## src/include/gss_pkg.sv

```systemverilog
// shared constants and types for the generator start/stop and alarm input block
package gss_pkg;

    // register byte offsets on the plain register port
    localparam logic [7:0] ADR_CTRL = 8'h00;
    localparam logic [7:0] ADR_IN_CFG = 8'h04;
    localparam logic [7:0] ADR_IN_STATE = 8'h08;
    localparam logic [7:0] ADR_MIN_RUN = 8'h0C;
    localparam logic [7:0] ADR_WARM = 8'h10;
    localparam logic [7:0] ADR_COOL = 8'h14;
    localparam logic [7:0] ADR_SVC_INT = 8'h18;
    localparam logic [7:0] ADR_GEN_STATE = 8'h1C;
    localparam logic [7:0] ADR_RUN_TIME = 8'h20;
    localparam logic [7:0] ADR_TOTAL = 8'h24;
    localparam logic [7:0] ADR_SVC_LEFT = 8'h28;
    localparam logic [7:0] ADR_HIST = 8'h30;
    localparam logic [7:0] ADR_IRQ_STAT = 8'h4C;
    localparam logic [7:0] ADR_IRQ_MASK = 8'h50;

    // control register bit positions
    localparam int CTL_AUTO_EN = 0;
    localparam int CTL_MANUAL = 1;
    localparam int CTL_DETECT = 2;
    localparam int CTL_NOAUTO_ALM = 3;
    localparam int CTL_COND_REQ = 4;
    localparam int CTL_RST_SVC = 5;
    localparam int CTL_RST_DAILY = 6;
    localparam int CTL_W = 5;

    // per-input configuration byte layout
    localparam int CFG_STRIDE = 8;
    localparam int CFG_FUNC_LSB = 0;
    localparam int CFG_FUNC_W = 4;
    localparam int CFG_ALARM_EN = 4;
    localparam int CFG_LABEL_INV = 5;
    localparam int CFG_LOGIC_INV = 6;

    // input state register field positions
    localparam int ST_ACT_LSB = 0;
    localparam int ST_LABEL_LSB = 8;
    localparam int ST_ALARM_LSB = 16;

    // input function codes
    localparam logic [3:0] FN_DISABLED = 4'h0;
    localparam logic [3:0] FN_PULSE = 4'h1;
    localparam logic [3:0] FN_DOOR = 4'h2;
    localparam logic [3:0] FN_BILGE_PUMP = 4'h3;
    localparam logic [3:0] FN_BILGE = 4'h4;
    localparam logic [3:0] FN_BURGLAR = 4'h5;
    localparam logic [3:0] FN_SMOKE = 4'h6;
    localparam logic [3:0] FN_FIRE = 4'h7;
    localparam logic [3:0] FN_CO2 = 4'h8;
    localparam logic [3:0] FN_GENERATOR = 4'h9;

    // interrupt status bits
    localparam int IRQ_INPUT = 0;
    localparam int IRQ_NO_AC = 1;
    localparam int IRQ_NOAUTO = 2;
    localparam int IRQ_SERVICE = 3;
    localparam int IRQ_W = 4;

    // timing
    localparam int CLK_HZ = 50_000_000;
    localparam int NOAUTO_LIMIT_MIN = 10;
    localparam int NOAUTO_LIMIT_S = NOAUTO_LIMIT_MIN * 60;
    localparam int STOP_HOLD_S = 15;
    localparam int DAY_S = 86400;
    localparam int HIST_DAYS = 7;

    // reset values of the setting registers, in seconds
    localparam logic [31:0] MIN_RUN_RST = 32'h0000_0000;
    localparam logic [31:0] WARM_RST = 32'h0000_003C;
    localparam logic [31:0] COOL_RST = 32'h0000_00B4;
    localparam logic [31:0] SVC_INT_RST = 32'h0000_0000;

    // generator controller states
    typedef enum logic [2:0] {
        GEN_STOPPED,
        GEN_WARMUP,
        GEN_MANUAL,
        GEN_COND_RUN,
        GEN_COOLDOWN,
        GEN_STOPPING
    } gss_gen_state_type;

endpackage

```

## src/logic/gss_sync.sv

```systemverilog
// two-stage synchroniser for asynchronous pin levels
`timescale 1ns/1ns
module gss_sync
    import gss_pkg::*;
#(
    parameter int W = 1
)
(
    input wire logic clk_sys,
    input wire logic rst_n,
    input wire logic [W-1:0] d,
    output logic [W-1:0] q
);

    // first stage, read only by the second stage
    logic [W-1:0] meta_r;
    logic [W-1:0] meta_nxt;
    logic [W-1:0] q_nxt;

    // next values: plain shift
    always_comb
    begin
        meta_nxt = d;
        q_nxt = meta_r;
    end

    // register both stages
    always_ff @(posedge clk_sys)
    begin
        if (!rst_n)
        begin
            meta_r <= '0;
            q <= '0;
        end
        else
        begin
            meta_r <= meta_nxt;
            q <= q_nxt;
        end
    end

endmodule

```

## src/logic/gss_core.sv

```systemverilog
// digital alarm inputs and generator start/stop controller with register port
`timescale 1ns/1ns

module gss_core
    import gss_pkg::*;
#(
    parameter int N_IN = 4,
    parameter int SEC_CYC = CLK_HZ,
    parameter int DAY_SEC = DAY_S
)
(
    input wire logic clk_sys,
    input wire logic rst_n,
    input wire logic [7:0] reg_addr,
    input wire logic [31:0] reg_wdata,
    input wire logic reg_wr,
    input wire logic reg_rd,
    output logic [31:0] reg_rdata,
    input wire logic [N_IN-1:0] din_pin,
    input wire logic ac_present_pin,
    output logic relay1,
    output logic relay2,
    output logic ac_connect,
    output logic irq
);

    // elaboration check on parameters
    if (N_IN < 1 || N_IN > 4 || SEC_CYC < 2 || DAY_SEC < 2)
    begin : g_bad_param
        $error("gss_core: unsupported parameter value");
    end

    ////////////////////////////////////////////////////////////////////////////
    // input synchronisation and evaluation

    logic [N_IN:0] sync_q; // synchronised pins, ac presence on top
    logic [N_IN-1:0] in_act; // active condition per input
    logic [N_IN-1:0] in_label; // label code per input
    logic [N_IN-1:0] in_alarm; // reported alarm per input
    logic [31:0] cfg_r; // per-input configuration bytes
    logic ac_ok; // ac seen at inverter input

    gss_sync #(.W(N_IN + 1)) u_sync (
        .clk_sys(clk_sys),
        .rst_n(rst_n),
        .d({ac_present_pin, din_pin}),
        .q(sync_q)
    );
    assign ac_ok = sync_q[N_IN];

    for (genvar i = 0; i < N_IN; i++)
    begin : g_in
        logic [3:0] fn; // function code of this input
        logic lvl_act; // level after logic inversion
        logic labelled; // function reports two labels
        assign fn = cfg_r[i*CFG_STRIDE+CFG_FUNC_LSB +: CFG_FUNC_W];
        assign lvl_act = sync_q[i] ^ cfg_r[i*CFG_STRIDE+CFG_LOGIC_INV];
        // pulse meter and unused codes have no labels
        assign labelled = (fn >= FN_DOOR) && (fn <= FN_GENERATOR);
        assign in_act[i] = labelled & lvl_act;
        assign in_label[i] = labelled & (lvl_act ^ cfg_r[i*CFG_STRIDE+CFG_LABEL_INV]);
        assign in_alarm[i] = in_act[i] & cfg_r[i*CFG_STRIDE+CFG_ALARM_EN];
    end

    ////////////////////////////////////////////////////////////////////////////
    // register and controller state

    logic [CTL_W-1:0] ctrl_r, ctrl_nxt; // stored control bits
    logic [31:0] cfg_nxt;
    logic [31:0] min_run_r, min_run_nxt; // minimum run, seconds
    logic [31:0] warm_r, warm_nxt; // warm-up time, seconds
    logic [31:0] cool_r, cool_nxt; // cool-down time, seconds
    logic [31:0] svc_int_r, svc_int_nxt; // service interval, seconds
    logic [31:0] run_r, run_nxt; // run time since last start
    logic [31:0] total_r, total_nxt; // accumulated run time
    logic [31:0] svc_left_r, svc_left_nxt; // time to next service
    logic [31:0] phase_r, phase_nxt; // seconds in timed state
    logic [31:0] sec_cnt_r, sec_cnt_nxt; // one-second prescaler
    logic [31:0] day_cnt_r, day_cnt_nxt; // seconds into current day
    logic [31:0] noauto_r, noauto_nxt; // seconds with auto disabled
    logic [31:0] hist_r [HIST_DAYS]; // daily run seconds
    logic [31:0] hist_nxt [HIST_DAYS];
    logic [2:0] day_ptr_r, day_ptr_nxt; // history slot of today
    gss_gen_state_type state_r, state_nxt;
    logic auto_start_r, auto_start_nxt; // current run began automatically
    logic [N_IN-1:0] alarm_prev_r; // for input alarm edges
    logic noac_prev_r, noauto_prev_r; // for alarm edges
    logic [IRQ_W-1:0] stat_r, stat_nxt; // sticky event status
    logic [IRQ_W-1:0] mask_r, mask_nxt; // interrupt mask
    logic [31:0] rdata_nxt;
    logic relay1_nxt, ac_connect_nxt, irq_nxt;

    // decoded helpers
    logic sec_tick; // one pulse per second
    logic running; // relay closed
    logic req_manual, req_auto; // start requests
    logic noac_alm, noauto_alm; // alarm levels
    logic [IRQ_W-1:0] events;
    logic wr_ctrl;

    assign sec_tick = (sec_cnt_r == 32'(SEC_CYC - 1));
    // relay closed through warm-up, run and cool-down
    assign running = (state_r == GEN_WARMUP) || (state_r == GEN_MANUAL)
        || (state_r == GEN_COND_RUN) || (state_r == GEN_COOLDOWN);
    assign req_manual = ctrl_r[CTL_MANUAL];
    // conditions count only with auto enabled
    assign req_auto = ctrl_r[CTL_AUTO_EN] & ctrl_r[CTL_COND_REQ];
    assign noac_alm = ctrl_r[CTL_DETECT] & ~ac_ok
        & ((state_r == GEN_MANUAL) || (state_r == GEN_COND_RUN));
    // auto disabled for more than the limit
    assign noauto_alm = ctrl_r[CTL_NOAUTO_ALM] & (noauto_r > 32'(NOAUTO_LIMIT_S));
    assign wr_ctrl = reg_wr && (reg_addr == ADR_CTRL);

    ////////////////////////////////////////////////////////////////////////////
    // generator state machine and timers

    always_comb
    begin
        state_nxt = state_r;
        auto_start_nxt = auto_start_r;
        phase_nxt = (sec_tick) ? phase_r + 32'h1 : phase_r;
        run_nxt = (sec_tick && running) ? run_r + 32'h1 : run_r;
        case (state_r)
            // waiting for a start request
            GEN_STOPPED:
            begin
                if (req_manual || req_auto)
                begin
                    state_nxt = GEN_WARMUP;
                    auto_start_nxt = ~req_manual;
                    phase_nxt = 32'h0;
                    // run time restarts on each start
                    run_nxt = 32'h0;
                end
            end
            // warm up before load is connected
            GEN_WARMUP:
            begin
                if (phase_r >= warm_r)
                begin
                    state_nxt = (req_manual) ? GEN_MANUAL : GEN_COND_RUN;
                end
            end
            // held on by the manual request
            GEN_MANUAL:
            begin
                if (!req_manual)
                begin
                    state_nxt = (req_auto) ? GEN_COND_RUN : GEN_COOLDOWN;
                    phase_nxt = 32'h0;
                end
            end
            // held on by a condition
            GEN_COND_RUN:
            begin
                if (req_manual)
                begin
                    state_nxt = GEN_MANUAL;
                end
                // minimum run applies to automatic starts only
                else if (!req_auto && (!auto_start_r || run_r >= min_run_r))
                begin
                    state_nxt = GEN_COOLDOWN;
                    phase_nxt = 32'h0;
                end
            end
            // cool down after load is disconnected
            GEN_COOLDOWN:
            begin
                if (req_manual || req_auto)
                begin
                    state_nxt = (req_manual) ? GEN_MANUAL : GEN_COND_RUN;
                end
                else if (phase_r >= cool_r)
                begin
                    state_nxt = GEN_STOPPING;
                    phase_nxt = 32'h0;
                end
            end
            // relay open, engine given time to run down
            GEN_STOPPING:
            begin
                if (phase_r >= 32'(STOP_HOLD_S))
                begin
                    state_nxt = GEN_STOPPED;
                end
            end
            default:
            begin
                state_nxt = GEN_STOPPED;
            end
        endcase
        // only relay one follows the generator
        relay1_nxt = (state_nxt == GEN_WARMUP) || (state_nxt == GEN_MANUAL)
            || (state_nxt == GEN_COND_RUN) || (state_nxt == GEN_COOLDOWN);
        // load connected only outside warm-up and cool-down
        ac_connect_nxt = (state_nxt == GEN_MANUAL) || (state_nxt == GEN_COND_RUN);
    end

    ////////////////////////////////////////////////////////////////////////////
    // counters, history and register writes

    always_comb
    begin
        ctrl_nxt = ctrl_r;
        cfg_nxt = cfg_r;
        min_run_nxt = min_run_r;
        warm_nxt = warm_r;
        cool_nxt = cool_r;
        svc_int_nxt = svc_int_r;
        mask_nxt = mask_r;
        sec_cnt_nxt = (sec_tick) ? 32'h0 : sec_cnt_r + 32'h1;
        // total accumulates while the relay is closed
        total_nxt = (sec_tick && running) ? total_r + 32'h1 : total_r;
        // service countdown while running, stops at zero
        svc_left_nxt = svc_left_r;
        if (sec_tick && running && svc_left_r != 32'h0)
        begin
            svc_left_nxt = svc_left_r - 32'h1;
        end
        // seconds spent with auto disabled, saturating
        noauto_nxt = noauto_r;
        if (ctrl_r[CTL_AUTO_EN])
        begin
            noauto_nxt = 32'h0;
        end
        else if (sec_tick && noauto_r != 32'hFFFF_FFFF)
        begin
            noauto_nxt = noauto_r + 32'h1;
        end
        // day roll-over moves to the next slot and clears it
        day_cnt_nxt = day_cnt_r;
        day_ptr_nxt = day_ptr_r;
        for (int d = 0; d < HIST_DAYS; d++)
        begin
            hist_nxt[d] = hist_r[d];
        end
        if (sec_tick)
        begin
            if (day_cnt_r == 32'(DAY_SEC - 1))
            begin
                day_cnt_nxt = 32'h0;
                day_ptr_nxt = (day_ptr_r == 3'(HIST_DAYS - 1)) ? 3'h0 : day_ptr_r + 3'h1;
                hist_nxt[day_ptr_nxt] = 32'h0;
            end
            else
            begin
                day_cnt_nxt = day_cnt_r + 32'h1;
                if (running)
                begin
                    hist_nxt[day_ptr_r] = hist_r[day_ptr_r] + 32'h1;
                end
            end
        end
        // software writes take precedence over counting
        if (reg_wr)
        begin
            case (reg_addr)
                ADR_CTRL: ctrl_nxt = reg_wdata[CTL_W-1:0];
                ADR_IN_CFG: cfg_nxt = reg_wdata;
                ADR_MIN_RUN: min_run_nxt = reg_wdata;
                ADR_WARM: warm_nxt = reg_wdata;
                ADR_COOL: cool_nxt = reg_wdata;
                ADR_SVC_INT: svc_int_nxt = reg_wdata;
                // total run time overwritten by software
                ADR_TOTAL: total_nxt = reg_wdata;
                ADR_IRQ_MASK: mask_nxt = reg_wdata[IRQ_W-1:0];
                default: mask_nxt = mask_nxt;
            endcase
        end
        // service timer restarts from the interval
        if (wr_ctrl && reg_wdata[CTL_RST_SVC])
        begin
            svc_left_nxt = svc_int_r;
        end
        if (wr_ctrl && reg_wdata[CTL_RST_DAILY])
        begin
            for (int d = 0; d < HIST_DAYS; d++)
            begin
                hist_nxt[d] = 32'h0;
            end
        end
    end

    ////////////////////////////////////////////////////////////////////////////
    // interrupt status and read port

    always_comb
    begin
        events = '0;
        events[IRQ_INPUT] = |(in_alarm & ~alarm_prev_r);
        events[IRQ_NO_AC] = noac_alm & ~noac_prev_r;
        events[IRQ_NOAUTO] = noauto_alm & ~noauto_prev_r;
        events[IRQ_SERVICE] = sec_tick && running && (svc_left_r == 32'h1);
        // write-one-to-clear, a new event in the same cycle wins
        stat_nxt = stat_r;
        if (reg_wr && reg_addr == ADR_IRQ_STAT)
        begin
            stat_nxt = stat_nxt & ~reg_wdata[IRQ_W-1:0];
        end
        stat_nxt = stat_nxt | events;
        irq_nxt = |(stat_nxt & mask_nxt);
        // read data only in the cycle after the strobe
        rdata_nxt = 32'h0;
        if (reg_rd)
        begin
            case (reg_addr)
                ADR_CTRL: rdata_nxt = 32'(ctrl_r);
                ADR_IN_CFG: rdata_nxt = cfg_r;
                ADR_IN_STATE:
                begin
                    rdata_nxt[ST_ACT_LSB +: N_IN] = in_act;
                    rdata_nxt[ST_LABEL_LSB +: N_IN] = in_label;
                    rdata_nxt[ST_ALARM_LSB +: N_IN] = in_alarm;
                end
                ADR_MIN_RUN: rdata_nxt = min_run_r;
                ADR_WARM: rdata_nxt = warm_r;
                ADR_COOL: rdata_nxt = cool_r;
                ADR_SVC_INT: rdata_nxt = svc_int_r;
                ADR_GEN_STATE: rdata_nxt = {29'h0, state_r};
                ADR_RUN_TIME: rdata_nxt = run_r;
                ADR_TOTAL: rdata_nxt = total_r;
                ADR_SVC_LEFT: rdata_nxt = svc_left_r;
                ADR_IRQ_STAT: rdata_nxt = 32'(stat_r);
                ADR_IRQ_MASK: rdata_nxt = 32'(mask_r);
                default:
                begin
                    for (int d = 0; d < HIST_DAYS; d++)
                    begin
                        if (reg_addr == ADR_HIST + 8'(4 * d))
                        begin
                            rdata_nxt = hist_r[d];
                        end
                    end
                end
            endcase
        end
    end

    ////////////////////////////////////////////////////////////////////////////
    // state registers

    always_ff @(posedge clk_sys)
    begin
        if (!rst_n)
        begin
            ctrl_r <= '0;
            cfg_r <= 32'h0;
            min_run_r <= MIN_RUN_RST;
            warm_r <= WARM_RST;
            cool_r <= COOL_RST;
            svc_int_r <= SVC_INT_RST;
            run_r <= 32'h0;
            total_r <= 32'h0;
            svc_left_r <= SVC_INT_RST;
            phase_r <= 32'h0;
            sec_cnt_r <= 32'h0;
            day_cnt_r <= 32'h0;
            noauto_r <= 32'h0;
            for (int d = 0; d < HIST_DAYS; d++)
            begin
                hist_r[d] <= 32'h0;
            end
            day_ptr_r <= 3'h0;
            state_r <= GEN_STOPPED;
            auto_start_r <= 1'b0;
            alarm_prev_r <= '0;
            noac_prev_r <= 1'b0;
            noauto_prev_r <= 1'b0;
            stat_r <= '0;
            mask_r <= '0;
            reg_rdata <= 32'h0;
            relay1 <= 1'b0;
            relay2 <= 1'b0;
            ac_connect <= 1'b0;
            irq <= 1'b0;
        end
        else
        begin
            ctrl_r <= ctrl_nxt;
            cfg_r <= cfg_nxt;
            min_run_r <= min_run_nxt;
            warm_r <= warm_nxt;
            cool_r <= cool_nxt;
            svc_int_r <= svc_int_nxt;
            run_r <= run_nxt;
            total_r <= total_nxt;
            svc_left_r <= svc_left_nxt;
            phase_r <= phase_nxt;
            sec_cnt_r <= sec_cnt_nxt;
            day_cnt_r <= day_cnt_nxt;
            noauto_r <= noauto_nxt;
            hist_r <= hist_nxt;
            day_ptr_r <= day_ptr_nxt;
            state_r <= state_nxt;
            auto_start_r <= auto_start_nxt;
            alarm_prev_r <= in_alarm;
            noac_prev_r <= noac_alm;
            noauto_prev_r <= noauto_alm;
            stat_r <= stat_nxt;
            mask_r <= mask_nxt;
            reg_rdata <= rdata_nxt;
            relay1 <= relay1_nxt;
            // second relay never used for the generator
            relay2 <= 1'b0;
            ac_connect <= ac_connect_nxt;
            irq <= irq_nxt;
        end
    end

endmodule

```

## config.mk

```make
export PLATFORM = sky130hd
export DESIGN_NAME = gss_core
export DESIGN_NICKNAME = d
export VERILOG_FILES = /design/src/include/gss_pkg.sv /design/src/logic/gss_sync.sv /design/src/logic/gss_core.sv
export SDC_FILE = /design/constraint.sdc
export NUM_CORES = 2
export LEC_CHECK = 0
export BUFFER_PORTS_ARGS = -buffer_cell sky130_fd_sc_hd__buf_2
export CAP_MARGIN = 10
export CORE_ASPECT_RATIO = 1.2
export CORE_UTILIZATION = 40
export CTS_CLUSTER_DIAMETER = 30
export CTS_CLUSTER_SIZE = 40
export DETAILED_ROUTE_END_ITERATION = 7
export GPL_TIMING_DRIVEN = 0
export SYNTH_ARGS = -nofsm -noshare
export SYNTH_HDL_FRONTEND = slang
export SYNTH_SLANG_ARGS = --single-unit
```

## constraint.sdc

```tcl
create_clock -name clk_sys -period 9.23 [get_ports clk_sys]
set_input_delay 1.3845 -clock clk_sys [delete_from_list [all_inputs] [get_ports clk_sys]]
set_output_delay 1.3845 -clock clk_sys [all_outputs]
set_load 0.01 [all_outputs]
```

==> impl_results.md <==
* Post-route DRC at 1
* Sink Count at 679
* Worst r2r path cells at 10
* Peak VDD IR at 0.1609 mV
* Num CTS Buffers at about 150
* Largest net degree at the start of global routing at 17
* Post-Synthesis Cells at 4008
* Number of synthesized flops with an enable pin at 0
* Via count at 33.21k
* Global placer's final weighted congestion at approximately 1.1
* Total congestion overflow at 0
* Detailed Place HPWL at approximately 110 mm
* Post-DR vias/cell at 6.124
* Nature of the critical path startpoint: input pin
* Register area share after synthesis at 0.4103
* Max Slew Vio Count at 11
* WP data arrival at 6460 ps
* Reg2reg setup slack at a little under 4000 ps
* Met2 usage at 0.5621
* Leak pwr at about 0.014 µW
* Dominant cell type by area after synthesis: dfxtp_1
* Vias in the first global route at 31.50k
* Initial antenna violation count at 16
* Reg clk slew, reported paths at 50 ps
* Post-synth top area share at 0.4103
* Avg WL per Cell at 28.01 µm
* Fill cells at 8053
* DR iter-0 viols at 3996
* Rel. slew slack at -0.006756
* Average size of a mapped cell at 8.267 µm²
* Area Overhead vs Synth at 20.68%
* Clk Latency, worst-skew pair at 750 ps
* Async set-or-reset flop fraction in the synthesized netlist at 0
* Max FO, Critical Path at 10
* Port buffer count at 76
* Type of the most critical hold path: reg2reg
* Ys flop type: dfxtp_1
* Synthesis-stage register bit count at 679
* Overall Global Routing Usage at 0.3551
* CTS Hold Bufs at 0
* Failing checks: design-rule violations, max-capacitance violations, max-slew violations
* Power Density at between 200 and 250 mW/mm²
* Count of cell types in the netlist at 88
* Critical path endpoint: reg_rdata[11]
* Final net count at 4391
* Core Area at about 0.08 mm²
* Clock Tree Buf Depth at 3
* Final wirelength at 151.9 mm
* CP Data Required Time at approximately 10000 ps
* DIE WIDTH at approximately 260 µm
* Initial Utilization at 0.4040
* CTS tree: done
* Final core utilization at 0.4875
* Fin Clk Skew at 32.27 ps
* Rows at 115
* Fin. Hold Viols at 0
* Reg2reg start: state_r[1]
* Die ar. at 0.08399 mm²
* Setup Buffers After CTS at 0
* Layout cell share with drive strength beyond 1 at 0.09500
* Critical path class: in2reg
* Cts repair resizes at 0
* Setup crit end kind: register
* Min Clock Period, post-route at ~5900 ps
* Max-Cap Viols at 1
* HP Start: u_sync.meta_r[0]
* Max Clk Rate at 169.7 MHz
* Worst Max-Slew Pin Slew at 1510 ps
* Reg2reg end: total_r[19]
* GR peak layer: met2
* Root Buffer: clkbuf_16
* Crit path launch: reg_addr[2]
* RSZ-0062 raised after global routing: no
* Syn_nets at 4163
* Setup TNS Final at 0 ps
* Io pins at 85
* Antenna-violating nets left at 0
* Syn. warnings at 0
* Met1 GRT Util at 0.4098
* Status: complete, but fails checks
* Final Setup Violations at 0
* Grt met3 use at 0.09447
* First-pass GRT wire length at 216.0 mm
* H-tree levels at 4
* Synthesized area at 0.03313 mm²
* Largest cells by area after synthesis: dfxtp_1 41%, nand2_1 7.5%, a21oi_1 5.3%
* Die Span Y at approximately 320 µm
* Period utilization at 0.6385
* Number of detailed-route iterations in the first pass at 8
worst min-delay path by stage:
stage                             end  cells after the start
final                     u_sync.q[0]                      1
after global routing      u_sync.q[0]                      1
after CTS                 u_sync.q[0]                      1
after detailed placement  u_sync.q[0]                      1
after global placement    u_sync.q[1]                      1
after floorplan           u_sync.q[0]                      1
cell families (layout without fill, tap and decap cells):
logic type               after synthesis  in the layout  share of synthesized area
AO/OA/AOI/OAI                       1051           1051                     0.2069
XOR/XNOR                             235            235                    0.06235
adder cells (fa/ha/maj)              106            106                    0.04003
buffers and inverters                367            717                    0.04464
flip-flops                           679            679                     0.4103
multiplexers                          74             74                    0.02798
other                                  1             12                  0.0001132
AND/OR/NAND/NOR                     1495           1495                     0.2077
flip-flops by register name (all words and copies together), names as in the netlist, 32 cells and up:
name / count
cfg_r: 32
reg_rdata: 32
min_run_r: 32
warm_r: 32
sec_cnt_r: 32
svc_int_r: 32
svc_left_r: 32
phase_r: 32
run_r: 32
noauto_r: 32
total_r: 32
hist_r: 224
day_cnt_r: 32
cool_r: 32
stage by stage:
step	hold slack, ps	std cells	setup slack [ps]	cell area (µm²)	total power, µW
floorplan	411.9	4008	5795	33130	3068
detailed placement	416.9	5139	3151	34850	3158
CTS	426.5	5408	3890	39920	8516
finish	428.8	5422	3337	39990	8513
global route	430.2	5417	3710	39970	8682
global placement	413.7	5137	3133	34830	3158
worst max-delay path, cell delays in order:
cell and delay (ps):
buf_2 150, nor3_1 580, nand2b_1 120, clkbuf_1 270, nor2_1 770, clkbuf_1 920, buf_1 1170, a221oi_1 450
a41oi_1 600
placed cells by master (no fill, tap or decap), types with 19 or more instances in the layout:
cell	Yosys	routed
xnor2_1	94	94
clkinv_2	0	23
dfxtp_1	679	679
a22o_1	113	113
a21oi_1	351	351
a31oi_1	47	47
nor4_1	31	31
nand4_1	60	60
and2_1	29	29
nor3_1	55	54
clkbuf_16	0	148
a221oi_1	71	71
a21o_1	23	23
xor2_1	140	140
mux2i_1	42	42
mux2_2	19	19
clkbuf_1	207	228
or3_1	32	32
ha_1	106	106
o21ai_0	185	185
nand2_1	663	663
a222oi_1	27	27
nor2_1	341	341
and3_1	68	68
a22oi_1	134	134
nand3_1	107	107
inv_1	125	125
buf_2	11	87
synthesized netlist by cell type, types with 11 or more instances:
library cell	instances
a211oi_1	18
a21o_1	23
a21oi_1	351
a221oi_1	71
a222oi_1	27
a22o_1	113
a22oi_1	134
a31oi_1	47
and2_1	29
and3_1	68
and4_1	18
buf_2	11
clkbuf_1	207
dfxtp_1	679
ha_1	106
inv_1	125
mux2_2	19
mux2i_1	42
mux4_2	13
nand2_1	663
nand2b_1	14
nand3_1	107
nand3b_1	12
nand4_1	60
nor2_1	341
nor3_1	55
nor4_1	31
o211ai_1	12
o21ai_0	185
or3_1	32
xnor2_1	94
xor2_1	140
where the power goes:
group | internal [µW] | leakage (µW) | total (µW) | switching (µW)
Combinational | 26.8 | 0.00605 | 161 | 134
Clock | 3590 | 0.00246 | 5400 | 1810
Sequential | 2940 | 0.00547 | 2950 | 4.56
Total | 6560 | 0.0140 | 8510 | 1950
area by class of cell:
type | instances | area (µm²) | share of cell area
antenna | 11 | 27.53 | 0.0006884
inverter | 129 | 484.2 | 0.01211
clock buffer | 186 | 4016 | 0.1004
buffer | 238 | 994.7 | 0.02488
multi-input combinational | 2962 | 18070 | 0.4520
clock inverter | 83 | 1054 | 0.02635
timing repair buffer | 81 | 426.7 | 0.01067
sequential | 679 | 13590 | 0.3399
tap | 1053 | 1318 | 0.03295
per-layer routing:
metal / vias to the layer above / part of all wire
li1: 14853 / -
met1: 15680 / 0.37
met2: 2044 / 0.44
met3: 618 / 0.11
met4: 10 / 0.084
met5: - / 0.00038
Power figures use the tool's default switching activity.
